## src/logic/scm_pkg.sv

```systemverilog
// Purpose: Shared constants for the system clock and operating mode block.
// Assumes: 100 MHz bus clock; oscillators are modelled as tick pulses on it.
// Notes: Register map, field layout, reset values and timing counts.
package scm_pkg;
  // Bus clock rate
  localparam int CLK_HZ = 100_000_000;
  // Fast RC oscillator rates and tick periods in bus cycles
  localparam int FAST_HZ_2M = 2_000_000;
  localparam int FAST_HZ_4M = 4_000_000;
  localparam int FAST_HZ_8M = 8_000_000;
  localparam logic [11:0] FAST_PER_2M = 12'(CLK_HZ / FAST_HZ_2M);
  localparam logic [11:0] FAST_PER_4M = 12'(CLK_HZ / FAST_HZ_4M);
  localparam logic [11:0] FAST_PER_8M = 12'(CLK_HZ / FAST_HZ_8M);
  // Slow RC oscillator rate and tick period
  localparam int SLOW_HZ = 32_000;
  localparam logic [11:0] SLOW_PER = 12'(CLK_HZ / SLOW_HZ);
  // Fast oscillator settling time, rounded up to whole cycles
  localparam int FAST_SETTLE_NS = 1000;
  localparam logic [11:0] FAST_SETTLE_CYC = 12'((FAST_SETTLE_NS * (CLK_HZ / 1_000_000) + 999) / 1000);
  // Register byte offsets
  localparam logic [7:0] SYSCLK_CTRL_ADDR = 8'h00;
  localparam logic [7:0] FAST_CTRL_ADDR = 8'h04;
  localparam logic [7:0] PWR_CMD_ADDR = 8'h08;
  localparam logic [7:0] MODE_STAT_ADDR = 8'h0C;
  // Field positions
  localparam int SEL_LSB = 5;
  localparam int KEEP_FAST_BIT = 1;
  localparam int KEEP_SLOW_BIT = 0;
  localparam int FREQ_LSB = 2;
  localparam int STABLE_BIT = 1;
  localparam int FEN_BIT = 0;
  localparam int HALT_BIT = 0;
  // Reset values
  localparam logic [2:0] SEL_RST = 3'h0;
  localparam logic [1:0] FREQ_RST = 2'h0;
  localparam logic FEN_RST = 1'b1;
  // Encodings
  localparam logic [2:0] SEL_SLOW = 3'h7;
  localparam logic [1:0] FREQ_2M = 2'h0;
  localparam logic [1:0] FREQ_4M = 2'h1;
  localparam logic [2:0] MODE_FAST = 3'h0;
  localparam logic [2:0] MODE_SLOW = 3'h1;
  localparam logic [2:0] MODE_SLEEP = 3'h2;
  localparam logic [2:0] MODE_IDLE_SLOW_ONLY = 3'h3;
  localparam logic [2:0] MODE_IDLE_BOTH_OSC = 3'h4;
  localparam logic [2:0] MODE_IDLE_FAST_ONLY = 3'h5;
  localparam logic [1:0] RESP_OKAY = 2'h0;
  localparam logic [1:0] RESP_SLVERR = 2'h2;
  // Power state of the core
  typedef enum logic [2:0] {ST_RUN, ST_SLEEP, ST_IDLE_SLOW_ONLY, ST_IDLE_BOTH_OSC,
                            ST_IDLE_FAST_ONLY} scm_state_type;
endpackage

```

## src/logic/scm_core.sv

```systemverilog
// Purpose: System clock selection, fast oscillator control and power modes.
// Assumes: AXI4-Lite slave on aclk; clocks leave as one-cycle enable ticks.
// Notes: A tick based clock tree cannot emit a truncated pulse by construction.
//
// How it works
// - Fast oscillator runs at 2, 4 or 8 MHz
// - Slow clock comes from 32 kHz oscillator
// - FAST mode divides fast clock by 1..64
// - Keep bits never affect the running clock
// - Fast oscillator in SLOW mode follows enable
// - Halt with keeps 00 enters SLEEP
// - Watchdog slow clock always runs
// - Halt with keeps 01 enters idle slow
// - Halt with keeps 11 enters idle both
// - Halt with keeps 10 enters idle fast
// - Slow oscillator also feeds watchdog and time base
// - Select codes 000-110 divide, 111 slow
// - Stable flag clears, then sets as frequency applies
`timescale 1ns/100ps
module scm_core (
  input wire logic aclk,
  input wire logic aresetn,
  // AXI4-Lite slave
  input wire logic [7:0] s_axi_awaddr,
  input wire logic s_axi_awvalid,
  output logic s_axi_awready,
  input wire logic [31:0] s_axi_wdata,
  input wire logic [3:0] s_axi_wstrb,
  input wire logic s_axi_wvalid,
  output logic s_axi_wready,
  output logic [1:0] s_axi_bresp,
  output logic s_axi_bvalid,
  input wire logic s_axi_bready,
  input wire logic [7:0] s_axi_araddr,
  input wire logic s_axi_arvalid,
  output logic s_axi_arready,
  output logic [31:0] s_axi_rdata,
  output logic [1:0] s_axi_rresp,
  output logic s_axi_rvalid,
  input wire logic s_axi_rready,
  // Core power-down instruction and wake-up event
  input wire logic halt_req,
  input wire logic wake_req,
  // Clock enables to the consumers
  output logic cpu_clk_tick,
  output logic sys_clk_tick,
  output logic fast_clock_tick,
  output logic [6:0] fast_tap_tick,
  output logic slow_clk_tick,
  output logic watchdog_clk_tick,
  output logic fast_osc_stable_flag,
  output logic [2:0] op_mode
);
  // Software visible control state
  logic [2:0] sys_clk_select_q; // Requested system clock source
  logic fast_osc_keep_in_idle_q; // Keep fast oscillator while halted
  logic slow_osc_keep_in_idle_q; // Keep slow peripheral clock while halted
  logic [1:0] freq_sel_q; // Requested fast oscillator rate
  logic fast_osc_enable_q; // Fast oscillator enable
  logic stable_q; // Fast oscillator settled
  logic [11:0] settle_q; // Settling countdown
  logic [1:0] freq_act_q; // Rate actually applied
  logic [2:0] sel_act_q; // Source actually feeding the system clock
  scm_pkg::scm_state_type state_q; // Power state
  scm_pkg::scm_state_type state_d;
  logic fast_run_q; // Previous fast run level, for restart detect
  // Bus channel state
  logic bvalid_q;
  logic [1:0] bresp_q;
  logic rvalid_q;
  logic [31:0] rdata_q;
  logic [1:0] rresp_q;
  // Registered clock outputs
  logic cpu_q;
  logic sys_q;
  logic fast_q;
  logic [6:0] tap_q;
  logic slow_q;
  logic wd_q; // Watchdog and time base enable

  // Write path: address and data taken together, one at a time
  // Neither channel is taken alone, so a master offering them apart waits
  wire wr_go = s_axi_awvalid && s_axi_wvalid && !bvalid_q;
  wire wr_lane0 = s_axi_wstrb[0];
  wire wr_sys = wr_go && (s_axi_awaddr == scm_pkg::SYSCLK_CTRL_ADDR);
  wire wr_fast = wr_go && (s_axi_awaddr == scm_pkg::FAST_CTRL_ADDR);
  wire wr_pwr = wr_go && (s_axi_awaddr == scm_pkg::PWR_CMD_ADDR);
  wire wr_stat = wr_go && (s_axi_awaddr == scm_pkg::MODE_STAT_ADDR);
  wire wr_hit = wr_sys || wr_fast || wr_pwr || wr_stat;
  assign s_axi_awready = wr_go;
  assign s_axi_wready = wr_go;
  assign s_axi_bvalid = bvalid_q;
  assign s_axi_bresp = bresp_q;

  // Read path: one read outstanding
  // A new read waits until the previous answer has been taken
  wire rd_go = s_axi_arvalid && !rvalid_q;
  assign s_axi_arready = !rvalid_q;
  assign s_axi_rvalid = rvalid_q;
  assign s_axi_rdata = rdata_q;
  assign s_axi_rresp = rresp_q;

  // Next values of the fast oscillator control fields
  wire [1:0] freq_d = (wr_fast && wr_lane0) ? s_axi_wdata[scm_pkg::FREQ_LSB +: 2] : freq_sel_q;
  wire fen_d = (wr_fast && wr_lane0) ? s_axi_wdata[scm_pkg::FEN_BIT] : fast_osc_enable_q;

  // Power-down instruction from the core or from software
  wire halt_now = halt_req || (wr_pwr && wr_lane0 && s_axi_wdata[scm_pkg::HALT_BIT]);

  // Status decode
  wire running = (state_q == scm_pkg::ST_RUN);
  wire act_slow = (sel_act_q == scm_pkg::SEL_SLOW);
  wire req_slow = (sys_clk_select_q == scm_pkg::SEL_SLOW);
  wire idle_fast_on = (state_q == scm_pkg::ST_IDLE_BOTH_OSC) || (state_q == scm_pkg::ST_IDLE_FAST_ONLY);
  wire idle_slow_on = (state_q == scm_pkg::ST_IDLE_SLOW_ONLY) || (state_q == scm_pkg::ST_IDLE_BOTH_OSC);

  // Fast oscillator runs while it sources the CPU, by enable in SLOW mode,
  // and only by its keep bit once halted.
  // A pending switch back to a fast source also starts it: otherwise a
  // disabled oscillator could never settle and the switch would hang.
  wire fast_run = running ? (fast_osc_enable_q || !act_slow || !req_slow) : idle_fast_on;
  // Peripheral slow clock is on while running and in the two idles that keep it
  wire slow_on = running || idle_slow_on;

  // Restart settling when the oscillator starts or its rate is changed
  // Restart wins over the end of a count, so a new rate is never flagged early
  wire restart = fast_run && (!fast_run_q || (fen_d && !fast_osc_enable_q) || (freq_d != freq_sel_q));

  // Tick period for the applied rate; codes above 4 MHz select 8 MHz
  wire [11:0] fast_per = (freq_act_q == scm_pkg::FREQ_2M) ? scm_pkg::FAST_PER_2M :
                         (freq_act_q == scm_pkg::FREQ_4M) ? scm_pkg::FAST_PER_4M :
                         scm_pkg::FAST_PER_8M;

  // Oscillator models
  wire fast_raw; // Free running fast oscillator ticks
  wire slow_raw; // Slow oscillator ticks, never gated
  scm_osc_tick u_fast_osc (
    .aclk(aclk),
    .aresetn(aresetn),
    .run(fast_run),
    .period(fast_per),
    .tick(fast_raw)
  );
  // Slow oscillator is never stopped: the watchdog depends on it
  scm_osc_tick u_slow_osc (
    .aclk(aclk),
    .aresetn(aresetn),
    .run(1'b1),
    .period(scm_pkg::SLOW_PER),
    .tick(slow_raw)
  );

  // Fast clock reaches consumers only once settled.
  // A tick that meets a restart is dropped, so no fast pulse is ever
  // seen after the stable flag has gone low.
  wire fast_ok = fast_raw && stable_q && fast_run && !restart;
  wire [6:0] taps;
  scm_tap_div u_taps (
    .aclk(aclk),
    .aresetn(aresetn),
    .in_tick(fast_ok),
    .taps(taps)
  );

  // System clock source mux: divided fast taps or slow clock
  wire sys_raw = act_slow ? slow_raw : taps[sel_act_q];
  // System clock runs when its own source is on for peripherals
  wire sys_on = act_slow ? slow_on : fast_run;
  // Peripheral slow clock: the slow oscillator gated by the power state
  wire slow_periph = slow_raw && slow_on;

  // A source change is taken only right after a tick of the current source or while that source is off,
  // and switching onto the fast side waits for a settled oscillator
  wire sel_ready = req_slow || stable_q;
  wire sel_switch = (sys_clk_select_q != sel_act_q) && sel_ready && (sys_raw || !sys_on);

  // Power state machine
  always_comb begin
    state_d = state_q;
    case (state_q)
      scm_pkg::ST_RUN: begin
        // The keep bits alone pick which halted state is entered
        if (halt_now) begin
          case ({fast_osc_keep_in_idle_q, slow_osc_keep_in_idle_q})
            2'b00: state_d = scm_pkg::ST_SLEEP;
            2'b01: state_d = scm_pkg::ST_IDLE_SLOW_ONLY;
            2'b11: state_d = scm_pkg::ST_IDLE_BOTH_OSC;
            default: state_d = scm_pkg::ST_IDLE_FAST_ONLY;
          endcase
        end
      end
      scm_pkg::ST_SLEEP, scm_pkg::ST_IDLE_SLOW_ONLY, scm_pkg::ST_IDLE_BOTH_OSC, scm_pkg::ST_IDLE_FAST_ONLY: begin
        // Any wake event returns to normal operation
        if (wake_req) begin
          state_d = scm_pkg::ST_RUN;
        end
      end
      default: begin
        state_d = scm_pkg::ST_RUN;
      end
    endcase
  end

  // Reported operating mode
  // Halted states report themselves whatever source is selected
  always_comb begin
    case (state_q)
      scm_pkg::ST_RUN: op_mode = act_slow ? scm_pkg::MODE_SLOW : scm_pkg::MODE_FAST;
      scm_pkg::ST_SLEEP: op_mode = scm_pkg::MODE_SLEEP;
      scm_pkg::ST_IDLE_SLOW_ONLY: op_mode = scm_pkg::MODE_IDLE_SLOW_ONLY;
      scm_pkg::ST_IDLE_BOTH_OSC: op_mode = scm_pkg::MODE_IDLE_BOTH_OSC;
      scm_pkg::ST_IDLE_FAST_ONLY: op_mode = scm_pkg::MODE_IDLE_FAST_ONLY;
      default: op_mode = scm_pkg::MODE_FAST;
    endcase
  end

  // Read data decode; reserved bits read as zero
  wire rd_sys = (s_axi_araddr == scm_pkg::SYSCLK_CTRL_ADDR);
  wire rd_fast = (s_axi_araddr == scm_pkg::FAST_CTRL_ADDR);
  wire rd_pwr = (s_axi_araddr == scm_pkg::PWR_CMD_ADDR);
  wire rd_stat = (s_axi_araddr == scm_pkg::MODE_STAT_ADDR);
  wire rd_hit = rd_sys || rd_fast || rd_pwr || rd_stat;
  wire [31:0] rd_sys_val = {24'h00_0000, sys_clk_select_q, 3'h0, fast_osc_keep_in_idle_q,
                            slow_osc_keep_in_idle_q};
  wire [31:0] rd_fast_val = {28'h000_0000, freq_sel_q, stable_q, fast_osc_enable_q};
  wire [31:0] rd_stat_val = {25'h000_0000, sel_act_q, 1'b0, op_mode};
  wire [31:0] rd_val = rd_sys ? rd_sys_val : rd_fast ? rd_fast_val : rd_stat ? rd_stat_val : 32'h0000_0000;

  // Control register writes
  always_ff @(posedge aclk) begin
    if (!aresetn) begin
      sys_clk_select_q <= scm_pkg::SEL_RST;
      fast_osc_keep_in_idle_q <= 1'b0;
      slow_osc_keep_in_idle_q <= 1'b0;
      freq_sel_q <= scm_pkg::FREQ_RST;
      fast_osc_enable_q <= scm_pkg::FEN_RST;
    end else begin
      // Only byte lane 0 holds implemented fields
      if (wr_sys && wr_lane0) begin
        sys_clk_select_q <= s_axi_wdata[scm_pkg::SEL_LSB +: 3];
        fast_osc_keep_in_idle_q <= s_axi_wdata[scm_pkg::KEEP_FAST_BIT];
        slow_osc_keep_in_idle_q <= s_axi_wdata[scm_pkg::KEEP_SLOW_BIT];
      end
      freq_sel_q <= freq_d;
      fast_osc_enable_q <= fen_d;
    end
  end

  // Fast oscillator settling and rate application
  // A new rate is applied only as the flag rises, never in mid-settle
  always_ff @(posedge aclk) begin
    if (!aresetn) begin
      stable_q <= 1'b0;
      settle_q <= scm_pkg::FAST_SETTLE_CYC;
      freq_act_q <= scm_pkg::FREQ_RST;
      fast_run_q <= 1'b0;
    end else begin
      fast_run_q <= fast_run;
      if (!fast_run || restart) begin
        // Stopped or restarting: flag drops first
        stable_q <= 1'b0;
        settle_q <= scm_pkg::FAST_SETTLE_CYC;
      end else if (!stable_q) begin
        if (settle_q == 12'h001) begin
          // Settled: raise the flag and apply the new rate together
          stable_q <= 1'b1;
          freq_act_q <= freq_sel_q;
        end else begin
          settle_q <= 12'(settle_q - 12'h001);
        end
      end
    end
  end

  // Applied source and power state
  always_ff @(posedge aclk) begin
    if (!aresetn) begin
      sel_act_q <= scm_pkg::SEL_RST;
      state_q <= scm_pkg::ST_RUN;
    end else begin
      if (sel_switch) begin
        sel_act_q <= sys_clk_select_q;
      end
      state_q <= state_d;
    end
  end

  // Clock enable outputs; each is a whole one-cycle pulse or nothing
  // Registering them keeps the consumers off long combinational paths
  always_ff @(posedge aclk) begin
    if (!aresetn) begin
      cpu_q <= 1'b0;
      sys_q <= 1'b0;
      fast_q <= 1'b0;
      tap_q <= 7'h00;
      slow_q <= 1'b0;
      wd_q <= 1'b0;
    end else begin
      // CPU enable follows the next state, so it stops in the very cycle
      // that op_mode reports a halt and restarts with the wake
      cpu_q <= sys_raw && sys_on && (state_d == scm_pkg::ST_RUN);
      sys_q <= sys_raw && sys_on;
      fast_q <= fast_ok;
      tap_q <= taps;
      slow_q <= slow_periph;
      wd_q <= slow_raw;
    end
  end
  assign cpu_clk_tick = cpu_q;
  assign sys_clk_tick = sys_q;
  assign fast_clock_tick = fast_q;
  assign fast_tap_tick = tap_q;
  assign slow_clk_tick = slow_q;
  assign watchdog_clk_tick = wd_q;
  assign fast_osc_stable_flag = stable_q;

  // Write response channel
  // bvalid and bresp stand until the master's bready
  always_ff @(posedge aclk) begin
    if (!aresetn) begin
      bvalid_q <= 1'b0;
      bresp_q <= scm_pkg::RESP_OKAY;
    end else if (wr_go) begin
      bvalid_q <= 1'b1;
      bresp_q <= wr_hit ? scm_pkg::RESP_OKAY : scm_pkg::RESP_SLVERR;
    end else if (s_axi_bready) begin
      bvalid_q <= 1'b0;
    end
  end

  // Read data channel
  // rvalid and rdata stand until the master's rready
  always_ff @(posedge aclk) begin
    if (!aresetn) begin
      rvalid_q <= 1'b0;
      rdata_q <= 32'h0000_0000;
      rresp_q <= scm_pkg::RESP_OKAY;
    end else if (rd_go) begin
      rvalid_q <= 1'b1;
      rdata_q <= rd_val;
      rresp_q <= rd_hit ? scm_pkg::RESP_OKAY : scm_pkg::RESP_SLVERR;
    end else if (s_axi_rready) begin
      rvalid_q <= 1'b0;
    end
  end
endmodule

```

## src/logic/scm_osc_tick.sv

```systemverilog
// Purpose: Models an RC oscillator as a one-cycle tick every period cycles.
// Assumes: period is at least 2 and stable while run is high.
// Notes: Dropping run clears the phase, so a restart never gives a short first tick.
`timescale 1ns/100ps
module scm_osc_tick (
  input wire logic aclk,
  input wire logic aresetn,
  input wire logic run,
  input wire logic [11:0] period,
  output logic tick
);
  logic [11:0] cnt_q; // Phase counter
  logic [11:0] cnt_d;
  logic tick_q; // Registered tick
  // Final cycle of a period; a phase left too long by a rate change ends at once
  wire last = (cnt_q >= 12'(period - 12'h001));
  assign cnt_d = (!run || last) ? 12'h000 : 12'(cnt_q + 12'h001);
  assign tick = tick_q;
  // Counter and tick register
  always_ff @(posedge aclk) begin
    if (!aresetn) begin
      cnt_q <= 12'h000;
      tick_q <= 1'b0;
    end else begin
      cnt_q <= cnt_d;
      tick_q <= run && last;
    end
  end
endmodule

```

## src/logic/scm_tap_div.sv

```systemverilog
// Purpose: Divides the fast tick into taps of 1, 2, 4, 8, 16, 32 and 64.
// Assumes: in_tick is a one-cycle pulse.
// Notes: Every tap is a subset of in_tick pulses, so taps stay phase aligned.
`timescale 1ns/100ps
module scm_tap_div (
  input wire logic aclk,
  input wire logic aresetn,
  input wire logic in_tick,
  output logic [6:0] taps
);
  logic [5:0] cnt_q; // Running count of input ticks
  // Advance on each input tick
  always_ff @(posedge aclk) begin
    if (!aresetn) begin
      cnt_q <= 6'h00;
    end else if (in_tick) begin
      cnt_q <= 6'(cnt_q + 6'h01);
    end
  end
  assign taps[0] = in_tick;
  // Tap k fires when the low k count bits are all ones
  for (genvar k = 1; k < 7; k++) begin : g_tap
    assign taps[k] = in_tick && (&cnt_q[k-1:0]);
  end
endmodule

```

## config.mk

```make
export PLATFORM = sky130hd
export DESIGN_NAME = scm_core
export DESIGN_NICKNAME = d
export VERILOG_FILES = /design/src/logic/scm_pkg.sv /design/src/logic/scm_core.sv /design/src/logic/scm_osc_tick.sv /design/src/logic/scm_tap_div.sv
export SDC_FILE = /design/constraint.sdc
export NUM_CORES = 1
export LEC_CHECK = 0
export ABC_AREA = 0
export BUFFER_PORTS_ARGS = -buffer_cell sky130_fd_sc_hd__buf_2
export CAP_MARGIN = 25
export CORE_ASPECT_RATIO = 1.5
export CORE_MARGIN = 1
export CORE_UTILIZATION = 35
export CTS_CLUSTER_DIAMETER = 50
export DETAILED_ROUTE_END_ITERATION = 8
export GPL_TIMING_DRIVEN = 0
export HOLD_SLACK_MARGIN = 0.12
export PLACE_DENSITY = 0.55
export SLEW_MARGIN = 20
export SYNTH_ARGS = -nofsm -noshare
export SYNTH_HDL_FRONTEND = slang
export SYNTH_SLANG_ARGS = --single-unit
```

## constraint.sdc

```tcl
create_clock -name aclk -period 5.65 [get_ports aclk]
set_clock_uncertainty 0.2 [all_clocks]
set_input_delay 0.2825 -clock aclk [delete_from_list [all_inputs] [get_ports aclk]]
set_output_delay 0.2825 -clock aclk [all_outputs]
set_load 0.05 [all_outputs]
```

==> results of run 1 <==
-- layout make-up --
type                    instances  area (um2)  area share
inverters                      19        71.3      0.0138
clock inverters                 6        47.5     0.00922
well taps                     150         188      0.0364
plain buffers                  42         264      0.0512
flip-flops and latches         85        1700       0.330
repair buffers                 76         450      0.0873
clock buffers                  10         239      0.0463
multi-input cells             343        2200       0.426
-- path summary, 6_finish.rpt --
check | endpoint | slack, ns | cells after the start
setup reg to reg | cpu_clk_tick | 3.06 | 7
setup / recovery | cpu_clk_tick | 3.06 | 7
hold reg to reg | u_fast_osc.cnt_q[0] | 0.26 | 1
hold / removal | s_axi_bresp[1] | 0.13 | 4
-- cell usage after synthesis (all sizes together) (2+ instances only) --
master | number | area [um2]
nor4b | 3 | 32.5
o211a | 2 | 20.0
a21oi | 8 | 43.8
o41ai | 2 | 17.5
inv | 19 | 71.3
clkbuf | 13 | 48.8
a211o | 2 | 17.5
nand4b | 2 | 17.5
dfxtp | 85 | 1700
nand3 | 16 | 80.1
nand2 | 32 | 120
a311oi | 2 | 17.5
nor2b | 22 | 138
o21ai | 12 | 60.1
xor2 | 17 | 149
a31oi | 2 | 12.5
and3b | 2 | 17.5
nor2 | 52 | 195
xnor2 | 16 | 140
a211oi | 2 | 15.0
nor3b | 2 | 20.0
or4 | 3 | 30.0
and2 | 8 | 50.1
nor4 | 8 | 77.6
a21boi | 2 | 15.0
mux2i | 13 | 130
a22oi | 4 | 30.0
ha | 16 | 200
o21a | 2 | 15.0
nand4 | 4 | 25.0
o31ai | 2 | 15.0
a21o | 2 | 15.0
buf | 29 | 215
and3 | 13 | 81.3
nand2b | 5 | 31.3
nor3 | 14 | 75.1
nand3b | 3 | 22.5
-- flip-flops by register name (all words and copies together), names as in the netlist, 2 cells and up --
| name | flops |
|---|---|
| u_slow_osc.cnt_q | 12 |
| sel_act_q | 3 |
| u_taps.cnt_q | 6 |
| fast_tap_tick | 7 |
| settle_q | 12 |
| s_axi_rdata | 8 |
| freq_sel_q | 2 |
| u_fast_osc.cnt_q | 12 |
| state_q | 3 |
| sys_clk_select_q | 3 |
| freq_act_q | 2 |
-- cell usage in the layout (no fill, tap or decap), drive strengths merged, types with 3 or more instances in the layout --
cell type / n
or4: 3
a21oi: 8
dlygate4sd3: 14
conb: 31
buf: 91
nor2: 52
xnor2: 16
ha: 16
a22oi: 4
clkinvlp: 4
xor2: 17
nor2b: 22
nand3b: 3
nor4: 8
nor3: 14
inv: 20
nand2b: 5
nand3: 16
dfxtp: 85
mux2i: 13
nand4: 4
and2: 8
and3: 13
nor4b: 3
o21ai: 12
nand2: 32
clkbuf: 23
-- per-layer routing --
layer	vias up	GRT usage	part of all wire
met4	0	0.0708	0.020
li1	1759	-	-
met3	12	0.0298	0.029
met5	-	0	0
met2	46	0.295	0.53
met1	1595	0.178	0.42
-- through the flow --
step	instances	setup slack, ns	power (W)	hold WS (ns)
after global routing	731	2.87	0.00139	0.141
after detailed placement	701	3.03	0.000775	0.255
after global placement	701	3.03	0.000773	0.246
after floorplan	489	2.75	0.000742	0.220
final	731	3.06	0.00133	0.128
after CTS	731	3.07	0.00134	0.121
-- report_power, final --
part	leakage, nW	switching, W	internal (W)
sequential	0.690	0.00000709	0.000610
clock	0.127	0.000248	0.000312
combinational	1.48	0.000102	0.0000505
total	2.30	0.000357	0.000972
-- cells by family after synthesis --
kind of cell,Yosys count,share of synthesized area
compound gates,54,0.0929
fa+ha+maj,16,0.0486
buf+inv,61,0.0814
simple gates,195,0.259
xor+xnor,33,0.0701
other cells,1,0.000910
mux,14,0.0343
flops,85,0.413
-- worst max-delay path, stage by stage (launching register included) --
cell and delay, ns:
dfxtp_1 0.29, buf_2 0.18, and4b_1 0.22, a311oi_1 0.41, o21ai_1 0.34, o41ai_1 0.44, and4_1 0.30, o311a_1 0.17
==> impl_metrics.env, run 1 <==
export IMPL_outcome="complete, no violations"
export IMPL_post_cts_buffers=0
export IMPL_cts_buffers=9
export IMPL_cts_tree="built"
export IMPL_start_util=0.359
export IMPL_num_rows=48
export IMPL_slew_violations=0
export IMPL_fin_crit_ns=2.59
export IMPL_grt_start_max_net_pins=16
export IMPL_antenna_found_initial=0
export IMPL_min_path_type="primary input to flip-flop"
export IMPL_finalSetupViolCount=0
export IMPL_timing_slew_headroom=0.367
export IMPL_min_from="s_axi_awaddr[6]"
export IMPL_portBuffers=62
export IMPL_die_x_um=90.6
export IMPL_finalHoldViolations=0
export IMPL_routed_wirelength_mm=9.56
export IMPL_synth_warnings=0
export IMPL_vias=3412
export IMPL_yosysUniqueCellTypes=65
export IMPL_placed_cell_area_um2=4730
export IMPL_grt_pass1_vias=3197
export IMPL_drive_above_1_share=0.207
export IMPL_worst_ep_required_time_ns=5.74
export IMPL_syn2layout_area_growth_pct=25.2
export IMPL_cts_sinks=85
export IMPL_crit_type="flip-flop to flip-flop"
export IMPL_cts_root_buf="clkbuf_16"
export IMPL_irDropWorstVdd_v=0.000166
export IMPL_syn_avg_cell_area_um2=8.98
export IMPL_drt_pass1_iter_count=6
export IMPL_die_y_um=135
export IMPL_hpwl_mm=7.19
export IMPL_clock_fmax_ghz=0.386
export IMPL_grt_usage=0.160
export IMPL_rsz0062_at_grt="no"
export IMPL_grt_pass1_wl_mm=15.3
export IMPL_fin_tns_setup_ns=0
export IMPL_ys_seq_elements=85
export IMPL_fillers=1181
export IMPL_max_cap_viol_count=0
export IMPL_seq_area_frac_synth=0.413
export IMPL_cp_startpoint="sel_act_q[2]"
export IMPL_drtIter0Drc=136
export IMPL_antenna_left=0
export IMPL_htreeDepth=3
export IMPL_clock_path_buffers=2
export IMPL_r2r_start="sel_act_q[2]"
export IMPL_hold_buffers=14
export IMPL_synth_ff_type="dfxtp_1"
export IMPL_insertion_delay_ns=0.35
export IMPL_gp_congestion=0.732
export IMPL_post_route_util=0.450
export IMPL_synth_edf_count=0
export IMPL_synthArstFlopShare=0
export IMPL_gr_total_overflow=0
export IMPL_worst_setup_path_end_kind="flip-flop"
export IMPL_antenna_cells=0
export IMPL_leakagePower_nw=2.30
export IMPL_cp_start_kind="flip-flop"
export IMPL_worst_pin_slew_ns=0.941
export IMPL_syn_area_um2=4120
export IMPL_wire_per_inst_um=13.1
export IMPL_ios=118
export IMPL_final_area_um2=5160
export IMPL_via_per_inst=4.67
export IMPL_synthCells=459
export IMPL_nNetsFinal=653
export IMPL_power_density_nw_per_um2=258
export IMPL_die_area_um2=12200
export IMPL_clk_pin_slew_ns=0.07
export IMPL_period_share=0.458
export IMPL_crit_arrival_ns=2.68
export IMPL_drc=0
export IMPL_critPathMaxFanout=10
export IMPL_cts_resized=0
export IMPL_core_area_um2=11500
(Power assumes the default switching activity.)
==> inputs of run 2 (changes only) <==
clock period = 2.4 ns   (was 5.65 ns; I/O delays follow)
==> run 2 against run 1 <==
Against the previous run: flip-flop and latch count unchanged; via count increased by 2.9%; cell area increased by 5.3%; first-iteration DRC count decreased by 5.1%; largest power group unchanged; global-route usage increased by 0.091 points; die area unchanged; critical endpoint is now freq_act_q[1]; combinational power increased by 150%; register-to-register slack got worse by 3.0 ns; utilization increased by 2.4 points; routed wire length increased by 1.7%; worst setup slack got worse by 3.0 ns.
==> impl_metrics.env, run 2 (same netlist as run 1, synthesis figures left out) <==
export IMPL_outcome="complete, no violations"
export IMPL_vias=3510
export IMPL_hpwl_mm=7.23
export IMPL_min_path_type="primary input to flip-flop"
export IMPL_fillers=1145
export IMPL_placedCellCount=701
export IMPL_grt_start_max_net_pins=13
export IMPL_portBuffers=62
export IMPL_core_area_um2=11500
export IMPL_r2r_start="settle_q[5]"
export IMPL_leakagePower_nw=2.42
export IMPL_timing_slew_headroom=0.381
export IMPL_num_rows=48
export IMPL_post_route_util=0.473
export IMPL_routed_wirelength_mm=9.72
export IMPL_die_x_um=90.6
export IMPL_cp_startpoint="settle_q[5]"
export IMPL_antenna_cells=0
export IMPL_cts_sinks=85
export IMPL_final_common_cell="dfxtp_1"
export IMPL_cpMaxStageDelayCell="or4_4"
export IMPL_antenna_left=0
export IMPL_drtIter0Drc=129
export IMPL_fin_crit_ns=2.33
export IMPL_crit_path_cell_trace="or4_4 -> or4_4 -> nor4_4 -> mux2i_1 -> nor2b_1"
export IMPL_syn2layout_area_growth_pct=31.8
export IMPL_die_y_um=135
export IMPL_critPathMaxFanout=5
export IMPL_clk_pin_slew_ns=0.06
export IMPL_cp_top_family="simple AND/OR/NAND/NOR gates"
export IMPL_wire_per_inst_um=13.1
export IMPL_die_area_um2=12200
export IMPL_grt_pass1_vias=3312
export IMPL_clock_path_buffers=2
export IMPL_cts_buffers=9
export IMPL_insertion_delay_ns=0.34
export IMPL_irDropWorstVdd_v=0.000393
export IMPL_cp_common_cell="or4_4"
export IMPL_path_depth=5
export IMPL_slew_violations=0
export IMPL_gr_total_overflow=0
export IMPL_cp_slowest_stage_delay_ns=0.56
export IMPL_finalSetupViolCount=0
export IMPL_top_regs="settle_q (12), u_fast_osc.cnt_q (12), u_slow_osc.cnt_q (12)"
export IMPL_worst_ep_required_time_ns=2.42
export IMPL_drt_pass1_iter_count=4
export IMPL_finalHoldViolations=0
export IMPL_nNetsFinal=669
export IMPL_grt_pass1_wl_mm=15.6
export IMPL_gp_congestion=0.792
export IMPL_grt_usage=0.161
export IMPL_cts_tree="built"
export IMPL_ios=118
export IMPL_clock_fmax_ghz=0.428
export IMPL_start_util=0.359
export IMPL_cts_root_buf="clkbuf_16"
export IMPL_rr_endpoint="freq_act_q[1]"
export IMPL_htreeDepth=3
export IMPL_critPathCapture="freq_act_q[1]"
export IMPL_crit_arrival_ns=2.35
export IMPL_drc=0
export IMPL_crit_type="flip-flop to flip-flop"
export IMPL_worst_path_buf_inv=0
export IMPL_worst_pin_slew_ns=0.920
export IMPL_mostFrequentLayoutCells="dfxtp_1, buf_2, nor2_1"
export IMPL_drive_above_1_share=0.242
export IMPL_layout_cells_non_filler=745
export IMPL_period_share=0.973
export IMPL_via_per_inst=4.71
export IMPL_max_cap_viol_count=0
export IMPL_worst_r2r_setup_slack_ns=0.07
export IMPL_worst_setup_path_end_kind="flip-flop"
export IMPL_power_density_nw_per_um2=568
export IMPL_cp_start_kind="flip-flop"
export IMPL_worstRegToRegCells=5
export IMPL_antenna_found_initial=0
run 2: changes by cell type in the layout (fill, tap and decap cells not counted), sizes merged:
cell,previous run,this run
buf,91,98
clkinv,1,2
dlygate4sd3,14,25
inv,20,19
clkinvlp,4,0
run 2: worst reg2reg max path: cells and delay by family, from the launching register on:
family | cells | cell delay (ns)
flops | 1 | 0.33
mux | 1 | 0.22
simple gates | 4 | 1.48
run 2: per-layer routing:
layer	part of all wire	GRT usage	wire length, um	up-vias
met3	0.031	0.0343	298	24
met1	0.40	0.169	3940	1634
met2	0.54	0.295	5210	62
met4	0.029	0.0905	279	0
met5	0	0	0	-
li1	-	-	-	1790
run 2: worst min path at each step:
stage | end | depth (start not counted) | start
final | s_axi_bvalid | 4 | s_axi_wvalid
after global routing | s_axi_bresp[1] | 4 | s_axi_wvalid
after CTS | s_axi_bvalid | 4 | s_axi_wvalid
after detailed placement | s_axi_rvalid | 2 | s_axi_arvalid
after global placement | s_axi_rvalid | 2 | s_axi_arvalid
after floorplan | s_axi_rvalid | 1 | s_axi_arvalid
run 2: cell type report:
cell class	instances	area, um2	share of cell area
Timing Repair Buffer	94	626	0.115
Tap cell	150	188	0.0346
Clock buffer	12	256	0.0472
Multi-Input combinational cell	343	2310	0.425
Clock inverter	2	10.0	0.00184
Inverter	19	71.3	0.0131
Sequential cell	85	1710	0.316
Buffer	40	259	0.0477
run 2: per-stage QoR:
step | total power, W | setup TNS, ns | hold WS, ns | cell area (um2) | setup slack [ns]
after floorplan | 0.00175 | 0 | 0.0578 | 4250 | 0.0467
after global placement | 0.00182 | -1.17 | 0.168 | 4750 | -0.251
after detailed placement | 0.00182 | -1.98 | 0.186 | 4750 | -0.264
after CTS | 0.00313 | 0 | 0.136 | 5310 | 0.00912
after global routing | 0.00323 | -0.000832 | 0.181 | 5430 | -0.000832
final | 0.00308 | 0 | 0.146 | 5430 | 0.0657
run 2: where the power goes:
part / total, W / switching, W / internal [W]
Combinational: 0.000377 / 0.000242 / 0.000134
Clock: 0.00125 / 0.000508 / 0.000742
Sequential: 0.00146 / 0.0000217 / 0.00144
Total: 0.00308 / 0.000772 / 0.00231
run 2: repair_timing:
item,in CTS,in global routing
pin swaps,3,5
hold buffers,25,0
hold endpoints to repair,28,0
cloned,0,0
resized for setup,9,16
endpoints found under the setup margin,30,25
setup buffers,1,6
